[src/hdl/hb_guard_pkg.sv]
// Constants and types for the half-bridge dead-time and capacitive-mode guard
package hb_guard_pkg;
    localparam int CLK_PERIOD_NS = 20;
    // Dead-time and blanking figures in nanoseconds
    localparam int DT_MIN_NS = 235;
    localparam int DT_MAX_NS = 1000;
    localparam int DT_FIX_NS = 350;
    localparam int BLANK_NS = 1000;
    localparam int CAP_TO_NS = 50000;
    // Least times round up, longest times round down
    localparam int DT_MIN_CYC = (DT_MIN_NS + CLK_PERIOD_NS - 1) / CLK_PERIOD_NS;
    localparam int DT_MAX_CYC = DT_MAX_NS / CLK_PERIOD_NS;
    localparam int DT_FIX_CYC = (DT_FIX_NS + CLK_PERIOD_NS - 1) / CLK_PERIOD_NS;
    localparam int BLANK_CYC = BLANK_NS / CLK_PERIOD_NS;
    localparam int CAP_TO_CYC = CAP_TO_NS / CLK_PERIOD_NS;
    localparam int CNT_W = 12;
    // Timing ramp
    localparam int RAMP_W = 16;
    localparam logic [RAMP_W-1:0] RAMP_TOP = 16'hc000;
    localparam logic [RAMP_W-1:0] RAMP_BOT = 16'h4000;
    localparam int STEP_W = 8;
    // Soft-start frequency boost
    localparam logic [STEP_W-1:0] SS_BOOST_MAX = 8'hff;
    localparam int SS_SHIFT = 3;
    localparam int SS_STEP_CYC = 64;
    // Synchroniser bit positions
    localparam int SYNC_SLEW = 0;
    localparam int SYNC_POS = 1;
    localparam int SYNC_NEG = 2;
    localparam logic [2:0] SYNC_RST = 3'h0;

    typedef enum {
        ST_HIGH,
        ST_DEAD_HL,
        ST_LOW,
        ST_DEAD_LH
    } bridge_state_e;
endpackage

[src/hdl/halfbridge_deadtime_cap_guard.sv]
// Gate sequencing with adaptive dead time and capacitive-mode guard
// Functional notes
// - Ramp at upper threshold sets oscillator flip-flop, discharge at double rate.
// - Ramp below lower threshold resets flip-flop, stops discharge, new cycle.
// - Each start or restart begins at high frequency, decaying to loop control.
// - After high-side off, low-side waits for slew end plus minimum delay.
// - After low-side off, high-side likewise waits for slew end plus minimum delay.
// - No gate turns on sooner than 235 ns after the opposite turns off.
// - Without slew end, force the pending gate on at 1 us dead time.
// - With no slew indication, dead time is fixed at 350 ns.
// - Low negative flag at low-side off blocks high-side turn-on.
// - High positive flag at high-side off lets normal dead time proceed.
// - During capacitive block, dead window flag stays high and ramp halts.
// - After polarity recovers, opposite gate waits for slew detection.
// - Capacitive-mode timeout forces the opposite gate on.
// - Capacitive mode raises soft-start discharge control, acting after 1 us blanking.
// - First gate turning off after the event clears control, restarts soft start.
// - Low positive flag at high-side off blocks low-side until slew or timeout.
// - Discharge after blanking only while the capacitive fault remains.
`timescale 1ns/1ps
module halfbridge_deadtime_cap_guard #(
    parameter int CAP_TIMEOUT_CYC = hb_guard_pkg::CAP_TO_CYC
) (
    input wire logic ref_clk,
    input wire logic reset,
    input wire logic [hb_guard_pkg::STEP_W-1:0] freq_set_input,
    input wire logic slew_sense_input,
    input wire logic polarity_pos_flag,
    input wire logic polarity_neg_flag,
    output logic high_gate_drive,
    output logic low_gate_drive,
    output logic dead_window_flag,
    output logic ss_control_flag,
    output logic ss_discharge,
    output logic [hb_guard_pkg::RAMP_W-1:0] timing_ramp
);
    import hb_guard_pkg::*;

    // Three-stage synchronisers with agreement filter
    logic [2:0] s1_r, s2_r, s3_r, filt_r;
    logic [2:0] filt_nxt;

    always_comb begin
        filt_nxt = filt_r;
        for (int i = 0; i < 3; i++) begin
            if (s2_r[i] == s3_r[i]) begin
                filt_nxt[i] = s2_r[i];
            end
        end
    end

    always_ff @(posedge ref_clk or posedge reset) begin
        if (reset) begin
            s1_r <= SYNC_RST;
            s2_r <= SYNC_RST;
            s3_r <= SYNC_RST;
            filt_r <= SYNC_RST;
        end else begin
            s1_r <= {polarity_neg_flag, polarity_pos_flag, slew_sense_input};
            s2_r <= s1_r;
            s3_r <= s2_r;
            filt_r <= filt_nxt;
        end
    end

    wire logic slewing = filt_r[SYNC_SLEW];
    wire logic pos_ok = filt_r[SYNC_POS];
    wire logic neg_ok = filt_r[SYNC_NEG];

    function automatic logic [CNT_W-1:0] sat_inc(input logic [CNT_W-1:0] v);
        return (&v) ? v : v + 12'h001;
    endfunction

    bridge_state_e state_r, state_nxt;
    logic [RAMP_W-1:0] ramp_r, ramp_nxt;
    logic osc_r, osc_nxt;
    logic [STEP_W-1:0] boost_r, boost_nxt;
    logic [CNT_W-1:0] ss_div_r, ss_div_nxt;
    logic [CNT_W-1:0] dt_cnt_r, dt_cnt_nxt;
    logic [CNT_W-1:0] end_cnt_r, end_cnt_nxt;
    logic [CNT_W-1:0] blank_cnt_r, blank_cnt_nxt;
    logic slew_seen_r, slew_seen_nxt;
    logic slew_end_r, slew_end_nxt;
    logic sense_ok_r, sense_ok_nxt;
    logic block_r, block_nxt;
    logic ss_ctrl_r, ss_ctrl_nxt;
    logic ss_dis_r, ss_dis_nxt;
    logic cap_arm_r, cap_arm_nxt;
    logic hg_r, hg_nxt;
    logic lg_r, lg_nxt;
    logic dw_r, dw_nxt;

    logic [RAMP_W:0] up_sum, dn_step;
    logic [STEP_W:0] step;
    logic gate_off, gate_on, pol_good, fault_now;

    always_comb begin
        state_nxt = state_r;
        ramp_nxt = ramp_r;
        osc_nxt = osc_r;
        boost_nxt = boost_r;
        ss_div_nxt = ss_div_r;
        dt_cnt_nxt = dt_cnt_r;
        end_cnt_nxt = end_cnt_r;
        blank_cnt_nxt = blank_cnt_r;
        slew_seen_nxt = slew_seen_r;
        slew_end_nxt = slew_end_r;
        sense_ok_nxt = sense_ok_r;
        block_nxt = block_r;
        ss_ctrl_nxt = ss_ctrl_r;
        cap_arm_nxt = cap_arm_r;
        gate_off = 1'b0;
        gate_on = 1'b0;
        // Soft-start boost raises the charge current, hence frequency
        step = {1'b0, freq_set_input} + {1'b0, boost_r};
        if (step == 9'h000) begin
            step = 9'h001;
        end
        up_sum = {1'b0, ramp_r} + {8'h00, step};
        // Discharge sink is twice the charge source, so the net fall slope equals the rise
        dn_step = {8'h00, step};
        fault_now = 1'b0;

        // Oscillator, frozen while capacitive mode blocks switching
        if (!block_r) begin
            if (!osc_r) begin
                if (up_sum >= {1'b0, RAMP_TOP}) begin
                    ramp_nxt = RAMP_TOP;
                    osc_nxt = 1'b1;
                end else begin
                    ramp_nxt = up_sum[RAMP_W-1:0];
                end
            end else begin
                // Double-rate discharge keeps both halves equal
                if ({1'b0, ramp_r} <= ({1'b0, RAMP_BOT} + dn_step)) begin
                    ramp_nxt = RAMP_BOT;
                    osc_nxt = 1'b0;
                end else begin
                    ramp_nxt = ramp_r - dn_step[RAMP_W-1:0];
                end
            end
        end

        // Exponential-like decay of the start-up boost
        if (ss_ctrl_r) begin
            boost_nxt = SS_BOOST_MAX;
            ss_div_nxt = '0;
        end else if (ss_div_r == CNT_W'(SS_STEP_CYC - 1)) begin
            ss_div_nxt = '0;
            if (boost_r != '0) begin
                boost_nxt = boost_r - (boost_r >> SS_SHIFT) - 8'h01;
            end
        end else begin
            ss_div_nxt = ss_div_r + 12'h001;
        end

        pol_good = (state_r == ST_DEAD_LH) ? neg_ok : pos_ok;

        case (state_r)
            ST_HIGH: begin
                if (osc_r) begin
                    gate_off = 1'b1;
                    state_nxt = ST_DEAD_HL;
                    // Low positive flag here means the current already reversed
                    block_nxt = !pos_ok;
                end
            end
            ST_LOW: begin
                if (!osc_r) begin
                    gate_off = 1'b1;
                    state_nxt = ST_DEAD_LH;
                    block_nxt = !neg_ok;
                end
            end
            ST_DEAD_HL, ST_DEAD_LH: begin
                dt_cnt_nxt = sat_inc(dt_cnt_r);
                // Slew seen under wrong polarity is not a real transition
                if (slewing && (!block_r || pol_good)) begin
                    slew_seen_nxt = 1'b1;
                    slew_end_nxt = 1'b0;
                    end_cnt_nxt = '0;
                end else if (slew_seen_r && !slewing) begin
                    slew_end_nxt = 1'b1;
                    end_cnt_nxt = sat_inc(end_cnt_r);
                end
                if (block_r) begin
                    if (dt_cnt_r >= CNT_W'(CAP_TIMEOUT_CYC - 1)) begin
                        gate_on = 1'b1;
                    end else if (pol_good && slew_end_r && end_cnt_r >= CNT_W'(DT_MIN_CYC - 1)
                                 && dt_cnt_r >= CNT_W'(DT_MIN_CYC - 1)) begin
                        gate_on = 1'b1;
                    end
                end else if (dt_cnt_r >= CNT_W'(DT_MIN_CYC - 1)) begin
                    if (slew_end_r && end_cnt_r >= CNT_W'(DT_MIN_CYC - 1)) begin
                        gate_on = 1'b1;
                    end else if (dt_cnt_r >= CNT_W'(DT_MAX_CYC - 1)) begin
                        gate_on = 1'b1;
                    end else if (!sense_ok_r && !slew_seen_r
                                 && dt_cnt_r >= CNT_W'(DT_FIX_CYC - 1)) begin
                        gate_on = 1'b1;
                    end
                end
                if (gate_on) begin
                    state_nxt = (state_r == ST_DEAD_HL) ? ST_LOW : ST_HIGH;
                    // A window with no slew at all marks the sense pin as absent
                    sense_ok_nxt = slew_seen_r || slewing;
                    block_nxt = 1'b0;
                    dt_cnt_nxt = '0;
                    end_cnt_nxt = '0;
                    slew_seen_nxt = 1'b0;
                    slew_end_nxt = 1'b0;
                    if (block_r) begin
                        cap_arm_nxt = 1'b1;
                    end
                end
            end
            default: begin
                state_nxt = ST_HIGH;
            end
        endcase

        // Soft-start discharge control
        if (gate_off && !block_nxt && cap_arm_r) begin
            ss_ctrl_nxt = 1'b0;
            cap_arm_nxt = 1'b0;
        end
        if (gate_off && block_nxt) begin
            ss_ctrl_nxt = 1'b1;
            cap_arm_nxt = 1'b0;
            blank_cnt_nxt = '0;
        end else if (ss_ctrl_r) begin
            blank_cnt_nxt = sat_inc(blank_cnt_r);
        end
        // Blanking filters out sense noise before the node is pulled down
        // Fault judged on the next state so discharge ends with the block
        fault_now = block_nxt;
        ss_dis_nxt = 1'b0;
        if (ss_ctrl_nxt && !(gate_off && block_nxt) && fault_now) begin
            if (blank_cnt_r >= CNT_W'(BLANK_CYC - 1)) begin
                ss_dis_nxt = 1'b1;
            end
        end

        hg_nxt = (state_nxt == ST_HIGH);
        lg_nxt = (state_nxt == ST_LOW);
        dw_nxt = (state_nxt == ST_DEAD_HL) || (state_nxt == ST_DEAD_LH);
    end

    always_ff @(posedge ref_clk or posedge reset) begin
        if (reset) begin
            state_r <= ST_HIGH;
            ramp_r <= RAMP_BOT;
            osc_r <= 1'b0;
            boost_r <= SS_BOOST_MAX;
            ss_div_r <= '0;
            dt_cnt_r <= '0;
            end_cnt_r <= '0;
            blank_cnt_r <= '0;
            slew_seen_r <= 1'b0;
            slew_end_r <= 1'b0;
            sense_ok_r <= 1'b0;
            block_r <= 1'b0;
            ss_ctrl_r <= 1'b0;
            ss_dis_r <= 1'b0;
            cap_arm_r <= 1'b0;
            hg_r <= 1'b0;
            lg_r <= 1'b0;
            dw_r <= 1'b0;
        end else begin
            state_r <= state_nxt;
            ramp_r <= ramp_nxt;
            osc_r <= osc_nxt;
            boost_r <= boost_nxt;
            ss_div_r <= ss_div_nxt;
            dt_cnt_r <= dt_cnt_nxt;
            end_cnt_r <= end_cnt_nxt;
            blank_cnt_r <= blank_cnt_nxt;
            slew_seen_r <= slew_seen_nxt;
            slew_end_r <= slew_end_nxt;
            sense_ok_r <= sense_ok_nxt;
            block_r <= block_nxt;
            ss_ctrl_r <= ss_ctrl_nxt;
            ss_dis_r <= ss_dis_nxt;
            cap_arm_r <= cap_arm_nxt;
            hg_r <= hg_nxt;
            lg_r <= lg_nxt;
            dw_r <= dw_nxt;
        end
    end

    assign high_gate_drive = hg_r;
    assign low_gate_drive = lg_r;
    assign dead_window_flag = dw_r;
    assign ss_control_flag = ss_ctrl_r;
    assign ss_discharge = ss_dis_r;
    assign timing_ramp = ramp_r;
endmodule

[config.mk]
export PLATFORM = sky130hd
export DESIGN_NAME = halfbridge_deadtime_cap_guard
export DESIGN_NICKNAME = d
export VERILOG_FILES = /design/src/hdl/hb_guard_pkg.sv /design/src/hdl/halfbridge_deadtime_cap_guard.sv
export SDC_FILE = /design/constraint.sdc
export NUM_CORES = 1
export LEC_CHECK = 0
export BUFFER_PORTS_ARGS = -buffer_cell sky130_fd_sc_hd__clkbuf_2
export CAP_MARGIN = 20
export CORE_MARGIN = 1.5
export CORE_UTILIZATION = 55
export CTS_CLUSTER_DIAMETER = 40
export CTS_CLUSTER_SIZE = 40
export DETAILED_ROUTE_END_ITERATION = 10
export HOLD_SLACK_MARGIN = 0.06
export PLACE_DENSITY = 0.8
export SYNTH_ARGS = -nofsm -noshare
export SYNTH_HDL_FRONTEND = slang
export SYNTH_SLANG_ARGS = --single-unit
export TNS_END_PERCENT = 30
[constraint.sdc]
create_clock -name ref_clk -period 5.8 [get_ports ref_clk]
set_input_delay 1.16 -clock ref_clk [delete_from_list [all_inputs] [get_ports ref_clk]]
set_output_delay 1.16 -clock ref_clk [all_outputs]
set_load 0.05 [all_outputs]
=== Word level (Yosys, flattened, before mapping) ===
Index checks and enable logic that the tools add are counted.

* Register bits after elaboration: 127
* Output and inout port bits: 21
* Bits of input ports: 13
* Logic and storage cells: 161

* Eq/ne operators: 15
* Reduce and logical (&&, ||, !) cells: 48
* $lt $le $gt $ge: 8
* Add/subtract/negate cells: 10
* Muxes and demuxes: 56

{| class="wikitable"
|+ Operators by type and width
! kind !! number
|-
| 12-bit 2-to-1 mux || 11
|-
| 32-bit by 2-bit == test with 1-bit output (second input constant) || 4
|-
| 32-bit by 3-bit == test with 1-bit output (second input constant) || 3
|-
| 32-bit 2-to-1 mux || 3
|-
| 32-bit case mux with 3 select lines || 1
|-
| 32-bit zero test || 2
|-
| 12-bit by 1-bit adder with 12-bit output (second input constant) || 4
|-
| 16-bit 2-to-1 mux || 3
|-
| 12-bit AND reduction || 3
|-
| 32-bit by 1-bit == test with 1-bit output (second input constant) || 1
|-
| 1-bit 2-to-1 mux || 31
|-
| 12-bit by 4-bit >= comparator with 1-bit output (second input constant) || 2
|-
| 12-bit by 6-bit >= comparator with 1-bit output (second input constant) || 2
|-
| 8-bit 2-to-1 mux || 3
|-
| 16-bit by 9-bit adder with 17-bit output || 1
|-
| 17-bit by 16-bit >= comparator with 1-bit output (second input constant) || 1
|-
| 15-bit by 9-bit adder with 16-bit output (first input constant) || 1
|-
| 16-bit <= comparator || 1
|-
| 16-bit by 9-bit subtractor with 16-bit output || 1
|-
| 1-bit logical AND || 13
|-
| 12-bit by 6-bit == test with 1-bit output (second input constant) || 1
|-
| 12-bit >= comparator (second input constant) || 1
|-
| 12-bit by 5-bit >= comparator with 1-bit output (second input constant) || 1
|-
| 2-bit AND reduction || 6
|-
| other kinds (19) || 37
|}

=== Longest topological paths before layout ===
Gate-level depths: netlist (run 1).

* Depth in word-level cells: 19
* Depth in mapped cells: 21
* Gate-level depth less buffers: 19

=== Least setup slack after synthesis (run 1) ===
OpenSTA, ideal clock, no wires.

* Kind: input-to-reg
* From: in freq_set_input[0] (netlist name)
* To: reg ramp_r[2] (netlist: timing_ramp[2])
* Data arrival time: 5.099 ns
* Setup slack: 0.619 ns
* Cell stages on the path: 21
* Library setup time: 0.082 ns
* Required time: 5.718 ns
* Buffers on the path: 2
* Cell sequence: ha_1 > inv_1 > fa_1 > nor2b_1 > o21ai_0 > a21boi_0 > o31a_1 > nor3_1 > or4_1 > o41ai_1 > ha_1 > fa_1 > nor2b_1 > o21ai_0 > a21o_1 > a41oi_2 > and3_1 > clkbuf_2 > buf_2 > o21bai_1 > a22oi_2

* Longest elaborated chain between the ends: 7
* Elaborated cells between the ends (all ways): 11
* Classes of those cells: add/sub: 4; order compare: 2; mux: 4; reduce/logical: 1

{| class="wikitable"
|+ RTL lines
! element !! RTL line !! RTL
|-
| start, declared || halfbridge_deadtime_cap_guard.sv:26 || <nowiki>input wire logic [hb_guard_pkg::STEP_W-1:0] freq_set_input,</nowiki>
|-
| 8-bit by 8-bit adder with 9-bit output * || halfbridge_deadtime_cap_guard.sv:115 || <nowiki>step = {1'b0, freq_set_input} + {1'b0, boost_r};</nowiki>
|-
| 9-bit zero test || halfbridge_deadtime_cap_guard.sv:116 || <nowiki>if (step == 9'h000) begin</nowiki>
|-
| 9-bit 2-to-1 mux * || halfbridge_deadtime_cap_guard.sv:116 ||
|-
| 16-bit by 9-bit adder with 17-bit output / 15-bit by 9-bit adder with 16-bit output (equally long branches) || halfbridge_deadtime_cap_guard.sv:119, halfbridge_deadtime_cap_guard.sv:135 ||
|-
| 17-bit by 16-bit >= comparator with 1-bit output / 16-bit <= comparator (equally long branches) || halfbridge_deadtime_cap_guard.sv:127, halfbridge_deadtime_cap_guard.sv:135 ||
|-
| 16-bit 2-to-1 mux (on tied branches) || halfbridge_deadtime_cap_guard.sv:127, halfbridge_deadtime_cap_guard.sv:135 ||
|-
| 16-bit 2-to-1 mux * || halfbridge_deadtime_cap_guard.sv:126 || <nowiki>if (!osc_r) begin</nowiki>
|-
| end signal, assigned || halfbridge_deadtime_cap_guard.sv:271 || <nowiki>ramp_r <= ramp_nxt;</nowiki>
|-
| end, declared || halfbridge_deadtime_cap_guard.sv:75 || <nowiki>logic [RAMP_W-1:0] ramp_r, ramp_nxt;</nowiki>
|}

Every way passes the cells marked *; elsewhere a longest branch is shown, timed or not.
A chain may end at the register's enable or synchronous reset.

=== Final worst setup path (run 1) ===
Ends and elaborated chain as after synthesis.

==> results of run 1 <==
[state kept, by name (all words and copies together) (netlist names), 8 cells and up]
| signal | flops |
|---|---|
| blank_cnt_r | 12 |
| boost_r | 8 |
| dt_cnt_r | 12 |
| end_cnt_r | 12 |
| ss_div_r | 12 |
| state_r | 32 |
| timing_ramp | 16 |
[routing by layer]
metal | share of wire | wire length, um | track usage
met1 | 0.46 | 7350 | 0.336
met3 | 0.055 | 882 | 0.0536
met4 | 0.021 | 337 | 0.104
met5 | 0 | 0 | 0
met2 | 0.46 | 7440 | 0.362
[critical path: cells and delay by family]
kind	cells	cell delay (ps)
fa+ha+maj	4	900
compound gates	8	1620
simple gates	6	1450
buf+inv	4	510
[power groups by stage]
stage | sequential, mW | combinational, mW | clock (mW)
2_1_floorplan | 1.22 | 0.694 | 0
3_3_place_gp | 1.10 | 1.04 | 0
3_5_place_dp | 1.10 | 1.05 | 0
4_1_cts | 1.08 | 1.05 | 1.09
5_1_grt | 1.10 | 1.17 | 1.14
6_report | 1.09 | 1.07 | 1.08
[layout by cell type (no fill, tap or decap), types with 7 or more instances in the layout]
cell type	Yosys	layout
nand3_1	27	27
a21o_1	20	20
clkbuf_2	1	33
a21oi_1	40	40
dfrtp_1	118	118
clkbuf_16	0	17
conb_1	1	30
inv_1	48	47
and2_1	8	8
nor3_1	21	21
a22o_1	7	7
nor2_1	77	77
nor3b_1	7	7
nor4_1	20	20
ha_1	39	39
xnor2_1	18	18
nor2b_1	8	8
nand2_1	53	53
inv_6	0	7
dfstp_2	9	9
xor2_1	15	15
nand4_1	14	14
buf_4	1	8
o21ai_0	43	43
nand2b_1	8	8
a211oi_1	8	8
a31oi_1	15	15
and3_1	15	14
[final cells by class]
| cell class | count | area (um^2) | share of cell area |
|---|---|---|---|
| inverters | 48 | 183 | 0.0217 |
| repair buffers | 42 | 253 | 0.0300 |
| clock inverters | 15 | 171 | 0.0204 |
| multi-input cells | 608 | 3980 | 0.472 |
| flip-flops and latches | 127 | 3190 | 0.379 |
| well taps | 176 | 220 | 0.0262 |
| clock buffers | 17 | 425 | 0.0505 |
[stage by stage]
step	util	total power, mW	cells	area, um^2
after floorplan	-	1.91	814	7490
after global placement	0.591	2.14	1000	7790
after detailed placement	0.591	2.14	1000	7790
after CTS	0.636	3.23	1032	8390
after global routing	0.638	3.40	1033	8420
final	0.638	3.24	1033	8420
[Yosys cell counts (4+ instances only)]
cell type | instances | share of area
dfrtp_1 | 118 | 0.40
nor2_1 | 77 | 0.039
nand2_1 | 53 | 0.027
inv_1 | 48 | 0.024
o21ai_0 | 43 | 0.029
a21oi_1 | 40 | 0.027
ha_1 | 39 | 0.066
nand3_1 | 27 | 0.018
nor3_1 | 21 | 0.014
a21o_1 | 20 | 0.020
nor4_1 | 20 | 0.017
xnor2_1 | 18 | 0.021
clkbuf_1 | 17 | 0.0086
a31oi_1 | 15 | 0.013
and3_1 | 15 | 0.013
xor2_1 | 15 | 0.018
nand4_1 | 14 | 0.012
buf_2 | 9 | 0.0061
dfstp_2 | 9 | 0.032
a211oi_1 | 8 | 0.0081
and2_1 | 8 | 0.0068
nand2b_1 | 8 | 0.0068
nor2b_1 | 8 | 0.0068
a22o_1 | 7 | 0.0083
nor3b_1 | 7 | 0.0071
o22ai_1 | 6 | 0.0051
or3_1 | 6 | 0.0051
a211o_1 | 5 | 0.0059
o211ai_1 | 5 | 0.0051
o21a_1 | 5 | 0.0051
o21bai_1 | 5 | 0.0051
a221oi_1 | 4 | 0.0047
a31o_2 | 4 | 0.0047
fa_1 | 4 | 0.011
nor2_2 | 4 | 0.0034
o21ai_1 | 4 | 0.0027
[kinds of logic (layout without fill, tap and decap cells)]
| logic type | after synthesis | in the layout | share of synthesized area |
|---|---|---|---|
| buf+inv | 79 | 122 | 0.0444 |
| simple gates | 283 | 283 | 0.194 |
| mux | 2 | 2 | 0.00288 |
| fa+ha+maj | 46 | 46 | 0.0810 |
| xor+xnor | 33 | 33 | 0.0392 |
| other cells | 1 | 30 | 0.000508 |
| flops | 127 | 127 | 0.432 |
| compound gates | 214 | 214 | 0.206 |
[worst max path at each step]
stage,endpoint,slack [ps],depth (start not counted)
global route,timing_ramp[13]$_DFFE_PP0N_,60,21
floorplan,timing_ramp[2]$_DFFE_PP0N_,620,21
CTS,timing_ramp[2]$_DFFE_PP0N_,520,22
global placement,timing_ramp[2]$_DFFE_PP0N_,320,21
finish,timing_ramp[2]$_DFFE_PP0N_,490,22
detailed placement,timing_ramp[2]$_DFFE_PP0N_,110,22
[timing repair]
item / 4_1_cts / 5_1_grt
buffers inserted: 0 / 0
setup endpoints to repair: 0 / 1
resized for setup: 0 / 1
==> results by group, run 1 <==
Power and ir drop
  – Pwr Density: 385 mW/mm^2
  – Leak pwr: 3.89 nW
  – Sw Pwr: 1.27 mW
  – Switching part of the total: 0.391
  – Reg power frac: 0.336
  – Pint: 1.97 mW
  – Clock power frac: 0.334
  – Logic pwr share: 0.330
  – VDD IR-drop max: 0.000234 V

CTS
  – Hold_buf cts: 0
  – CTS clk-pin slew, worst paths: 60 ps
  – Max H-tree Level: 4
  – CTS Buf Count: 17
  – Clock Path Buffers: 2
  – CTS root buffer: clkbuf_16
  – Clock sink count: 127
  – Worst-Skew Late Latency: 430 ps
  – TritonCTS clock tree: done

Yosys
  – Post-synth EDFFs: 0
  – Netlist Area Pre-Place: 0.00738 mm^2
  – Yosys reg bits: 127
  – Yosys warning count: 0
  – Average size of a mapped cell: 9.40 um^2
  – Gate Count Post-Synth: 785
  – Post-synth top flop: dfrtp_1
  – Synth unique cells: 75
  – Async SR Flop Fraction: 1.00
  – Sequential fraction of the synthesis area: 0.432

Global routing
  – Maximum number of pins on one net before global-route repair: 90
  – GRT overflow: 0
  – First-pass GRT wire length: 27300 um
  – Vias in the first global route: 5713
  – Initial antenna violation count: 0
  – GRT Total Usage: 0.240

Timing
  – Total negative slack: 0 ps
  – Final setup vio count: 0
  – Hold Vio Cnt, Final: 0
  – Final setup margin: 488 ps
  – Max Slew Vio Count: 0
  – RSZ-0062 raised after global routing: false
  – Fin crit share: 0.916
  – FMAX: 188 MHz
  – Max_slew headroom: 0.369
  – Hold_ws: 359 ps
  – Worst Clk Skew: 12.2 ps
  – Final Critical Period: 5310 ps
  – Worst slew pin tran: 947 ps

Floorplanning
  – CORE AREA: 0.0132 mm^2
  – Die X: 119 um
  – # IOs: 34
  – Initial Utilization: 0.560
  – Full die area: 0.0141 mm^2
  – Die Y: 119 um
  – Std cell rows: 42

Setup path
  – Critical path startpoint: freq_set_input[0]
  – Critical path launch point type: primary input
  – R2R cell count: 20
  – Data required time at the worst endpoint: 6150 ps
  – Crit Path Class: in2reg
  – R2r endpoint: timing_ramp[2]$_DFFE_PP0N_
  – Crit-path max FO: 11
  – Crit. End Element: register
  – Slowest stage cell on the critical path: or4_1
  – Critical path's largest stage delay: 510 ps
  – Worst R2R Start: boost_r[0]$_DFFE_PP1P_
  – CP cell instances: clkbuf_2, ha_1, inv_1, fa_1, nor2b_1, o21ai_0, a21boi_0, buf_4, nor4_1, nor3_1, or4_1, o41ai_1, ha_1, fa_1, nor2b_1, o21ai_0, a21o_1, a41oi_2, and3_2, buf_4, o21bai_1, a22oi_2
  – Crit path DAT: 5660 ps
  – Worst reg2reg setup slack: 740 ps

Outcome
  – Status: completed

Detailed routing
  – DR pass1 iterations: 6
  – DR vias/cell: 5.86
  – DRT Wirelength: 16000 um
  – WL/cell: 15.5 um
  – ANT nets after route: 0
  – Starting DRT DRC Count: 749
  – Via count: 6057
  – DRC violations left: 0

Placement
  – RePlAce Congestion: 0.879
  – PortBufs: 33
  – Dpl hpwl: 11000 um
  – DP Worst Slack: 113 ps

Finish
  – Layout area overhead: 14.0%
  – Fill cells: 1059
  – Nets@finish: 900
  – Layout cells sized above 1: 0.127
  – Ant diodes: 0

Min path
  – Hold Crit Endpoint: s2_r[0]$_DFF_PP0_
  – Hold path start: s1_r[0]$_DFF_PP0_
  – Hold depth: 0
  – Worst hold-check path type: reg2reg

Run
  – Max-Cap Viols: 0
Note: power is estimated with default switching activity, not from simulation.
==> inputs of run 2 (changes only) <==
Settings changed: ABC_AREA from default to 1, PLACE_DENSITY 0.8 to 0.79.
==> run 2 against run 1 <==
Effect of this change:
- largest power group is now clock
- via count rose by 12%
- setup slack improved by 680 ps
- cell area up 4.3%
- critical endpoint is now timing_ramp[12]$_DFFE_PP0N_
==> results by group, run 2 <==
Global routing
  – Initial antenna violation count: 0 (unchanged)
  – GRT Total Usage: 0.252 (+0.0113)
  – Vias in the first global route: 6344 (+11%)
  – First-pass GRT wire length: 29500 um (+8.1%)
  – GRT overflow: 0 (unchanged)
  – Maximum number of pins on one net before global-route repair: 74 (-18%)

Floorplanning
  – CORE AREA: 0.0138 mm^2 (+4.8%)
  – Initial Utilization: 0.562 (+0.00236)
  – Full die area: 0.0149 mm^2 (+5.1%)
  – Std cell rows: 43 (+2.4%)
  – Die Y: 122 um (+2.5%)
  – # IOs: 34 (unchanged)
  – Die X: 122 um (+2.5%)

Detailed routing
  – WL/cell: 13.6 um (-12%)
  – Via count: 6768 (+12%)
  – DRC violations left: 0 (unchanged)
  – DR vias/cell: 5.34 (-8.9%)
  – DRT Wirelength: 17200 um (+7.6%)
  – Starting DRT DRC Count: 590 (-21%)
  – DR pass1 iterations: 5 (-1)
  – ANT nets after route: 0 (unchanged)

Yosys
  – Yosys warning count: 0 (unchanged)
  – Synth top cells by count: 219 x nand2_1, 150 x inv_1, 118 x dfrtp_1
  – Netlist Area Pre-Place: 0.00777 mm^2 (+5.3%)
  – Post-synth top flop: dfrtp_1
  – Area leader, netlist: dfrtp_1
  – Largest cells by area after synthesis: dfrtp_1 38%, nand2_1 11%, inv_1 7.2%
  – Async SR Flop Fraction: 1.00 (unchanged)
  – Yosys reg bits: 127 (unchanged)
  – Synth unique cells: 52 (-31%)
  – Most common cell in the netlist: nand2_1
  – Post-synth EDFFs: 0 (unchanged)
  – Average size of a mapped cell: 7.67 um^2 (-18%)
  – Sequential fraction of the synthesis area: 0.410 (-0.0216)
  – Gate Count Post-Synth: 1013 (+29%)
  – Post-synth top area share: 0.380 (-0.0200)

CTS
  – CTS root buffer: clkbuf_16
  – Clock sink count: 127 (unchanged)
  – CTS Buf Count: 17 (unchanged)
  – Worst-Skew Late Latency: 420 ps (about the same)
  – Hold_buf cts: 0 (unchanged)
  – TritonCTS clock tree: done
  – Post-CTS sizing: 0 (unchanged)
  – CTS clk-pin slew, worst paths: 60 ps (about the same)
  – Number of post-CTS setup repair buffers: 0 (unchanged)
  – Max H-tree Level: 4 (unchanged)
  – Clock Path Buffers: 2 (unchanged)

Finish
  – Multi-input logic area: 0.00398 mm^2 (about the same)
  – Final std cells w/o fill: 1267 (+23%)
  – Max reg flops: 32 (unchanged)
  – Layout area overhead: 12.9%
  – Nets@finish: 1130 (+26%)
  – Most frequent cells in the layout: 219 x nand2_1, 149 x inv_1, 118 x dfrtp_1, 106 x nor2_1, 84 x nand3_1
  – Final instance area: 0.00877 mm^2 (+4.3%)
  – Layout cells sized above 1: 0.102 (-0.0251)
  – Commonest non-fill, non-tap cell in the layout: nand2_1
  – Ant diodes: 0 (unchanged)
  – Register area: 0.00319 mm^2 (unchanged)
  – Biggest register: state_r
  – Fill cells: 1162 (+9.7%)

Timing
  – Total negative slack: 0 ps (unchanged)
  – Final Critical Period: 4630 ps (-683 ps)
  – Hold Vio Cnt, Final: 0 (unchanged)
  – Final setup vio count: 0 (unchanged)
  – RSZ-0062 raised after global routing: false
  – Fin crit share: 0.798 (-0.118)
  – Max Slew Vio Count: 0 (unchanged)
  – Hold_ws: 356 ps (-2.29 ps)
  – Worst Clk Skew: 12.0 ps (-0.129 ps)
  – Worst slew pin tran: 923 ps (-23.5 ps)
  – FMAX: 216 MHz (+15%)
  – Max_slew headroom: 0.382 (+0.0134)

Setup path
  – Crit. End Element: register
  – Crit Path Class: in2reg
  – Crit-path max FO: 11 (unchanged)
  – Critical path launch point type: primary input
  – Worst R2R Start: boost_r[0]$_DFFE_PP1P_
  – Critical path's largest stage delay: 390 ps (-120 ps)
  – Worst path bufs/invs: 4 (unchanged)
  – Data required time at the worst endpoint: 6110 ps (-40 ps)
  – Slowest stage cell on the critical path: fa_1
  – Crit path DAT: 4930 ps (-730 ps)
  – Top delay family on crit path: simple AND/OR/NAND/NOR gates
  – Critical path startpoint: freq_set_input[0]
  – Most used cell, CP: nand2_1

Power and ir drop
  – Leak pwr: 4.55 nW (+17%)
  – VDD IR-drop max: 0.000265 V (+14%)
  – Pwr Density: 363 mW/mm^2 (-5.9%)

Placement
  – Dpl hpwl: 12100 um (+10%)
  – Placed cell count: 1235 (+24%)
  – RePlAce Congestion: 0.986 (+12%)
  – PortBufs: 33 (unchanged)
  – Post-DP Area: 0.00817 mm^2 (+4.8%)

Outcome
  – Status: completed

Min path
  – Hold path start: s1_r[2]$_DFF_PP0_
  – Worst hold-check path type: reg2reg

Run
  – Max-Cap Viols: 0 (unchanged)
==> run 2: per-layer routing <==
| metal | vias to the layer above | global-route usage | part of all wire |
|---|---|---|---|
| met4 | 0 | 0.0897 | 0.016 |
| met3 | 30 | 0.0529 | 0.064 |
| met5 | - | 0 | 0 |
| li1 | 3354 | - | - |
| met2 | 212 | 0.419 | 0.48 |
| met1 | 3172 | 0.325 | 0.44 |
==> run 2: worst paths after layout <==
| kind | depth (start not counted) | end | slack [ps] |
|---|---|---|---|
| setup / recovery | 25 | timing_ramp[12]$_DFFE_PP0N_ | 1170 |
| min in group asynchronous | 2 | state_r[20]$_DFF_PP0_ | 900 |
| hold / removal | 0 | s2_r[2]$_DFF_PP0_ | 360 |
| max in group asynchronous | 3 | blank_cnt_r[11]$_DFFE_PP0P_ | 3690 |
| setup reg to reg | 24 | timing_ramp[12]$_DFFE_PP0N_ | 1410 |
| hold reg to reg | 0 | s2_r[2]$_DFF_PP0_ | 360 |
==> run 2: power breakdown <==
group / leakage (nW) / switching [mW] / internal [mW]
registers: 1.60 / 0.111 / 0.959
clock network: 0.291 / 0.410 / 0.691
logic: 2.66 / 0.704 / 0.308
==> run 2: stage by stage <==
step	total power, mW	worst slack, ps	util
2_1_floorplan	1.83	1270	-
3_3_place_gp	2.07	924	0.591
3_5_place_dp	2.08	783	0.591
4_1_cts	3.18	1220	0.635
5_1_grt	3.36	802	0.635
6_report	3.18	1170	0.635
==> run 2: layout make-up <==
cell class              instances  area share
clock buffers                  20      0.0509
clock inverters                12      0.0185
repair buffers                 35      0.0205
flip-flops and latches        127       0.363
multi-input cells             736       0.453
well taps                     180      0.0257
inverters                     157      0.0674
==> run 2: logic make-up after synthesis <==
| group | synth area share |
|---|---|
| flops | 0.410 |
| fa+ha+maj | 0.0770 |
| compound gates | 0.0942 |
| buf+inv | 0.0921 |
| simple gates | 0.277 |
| other cells | 0.000483 |
| xor+xnor | 0.0485 |
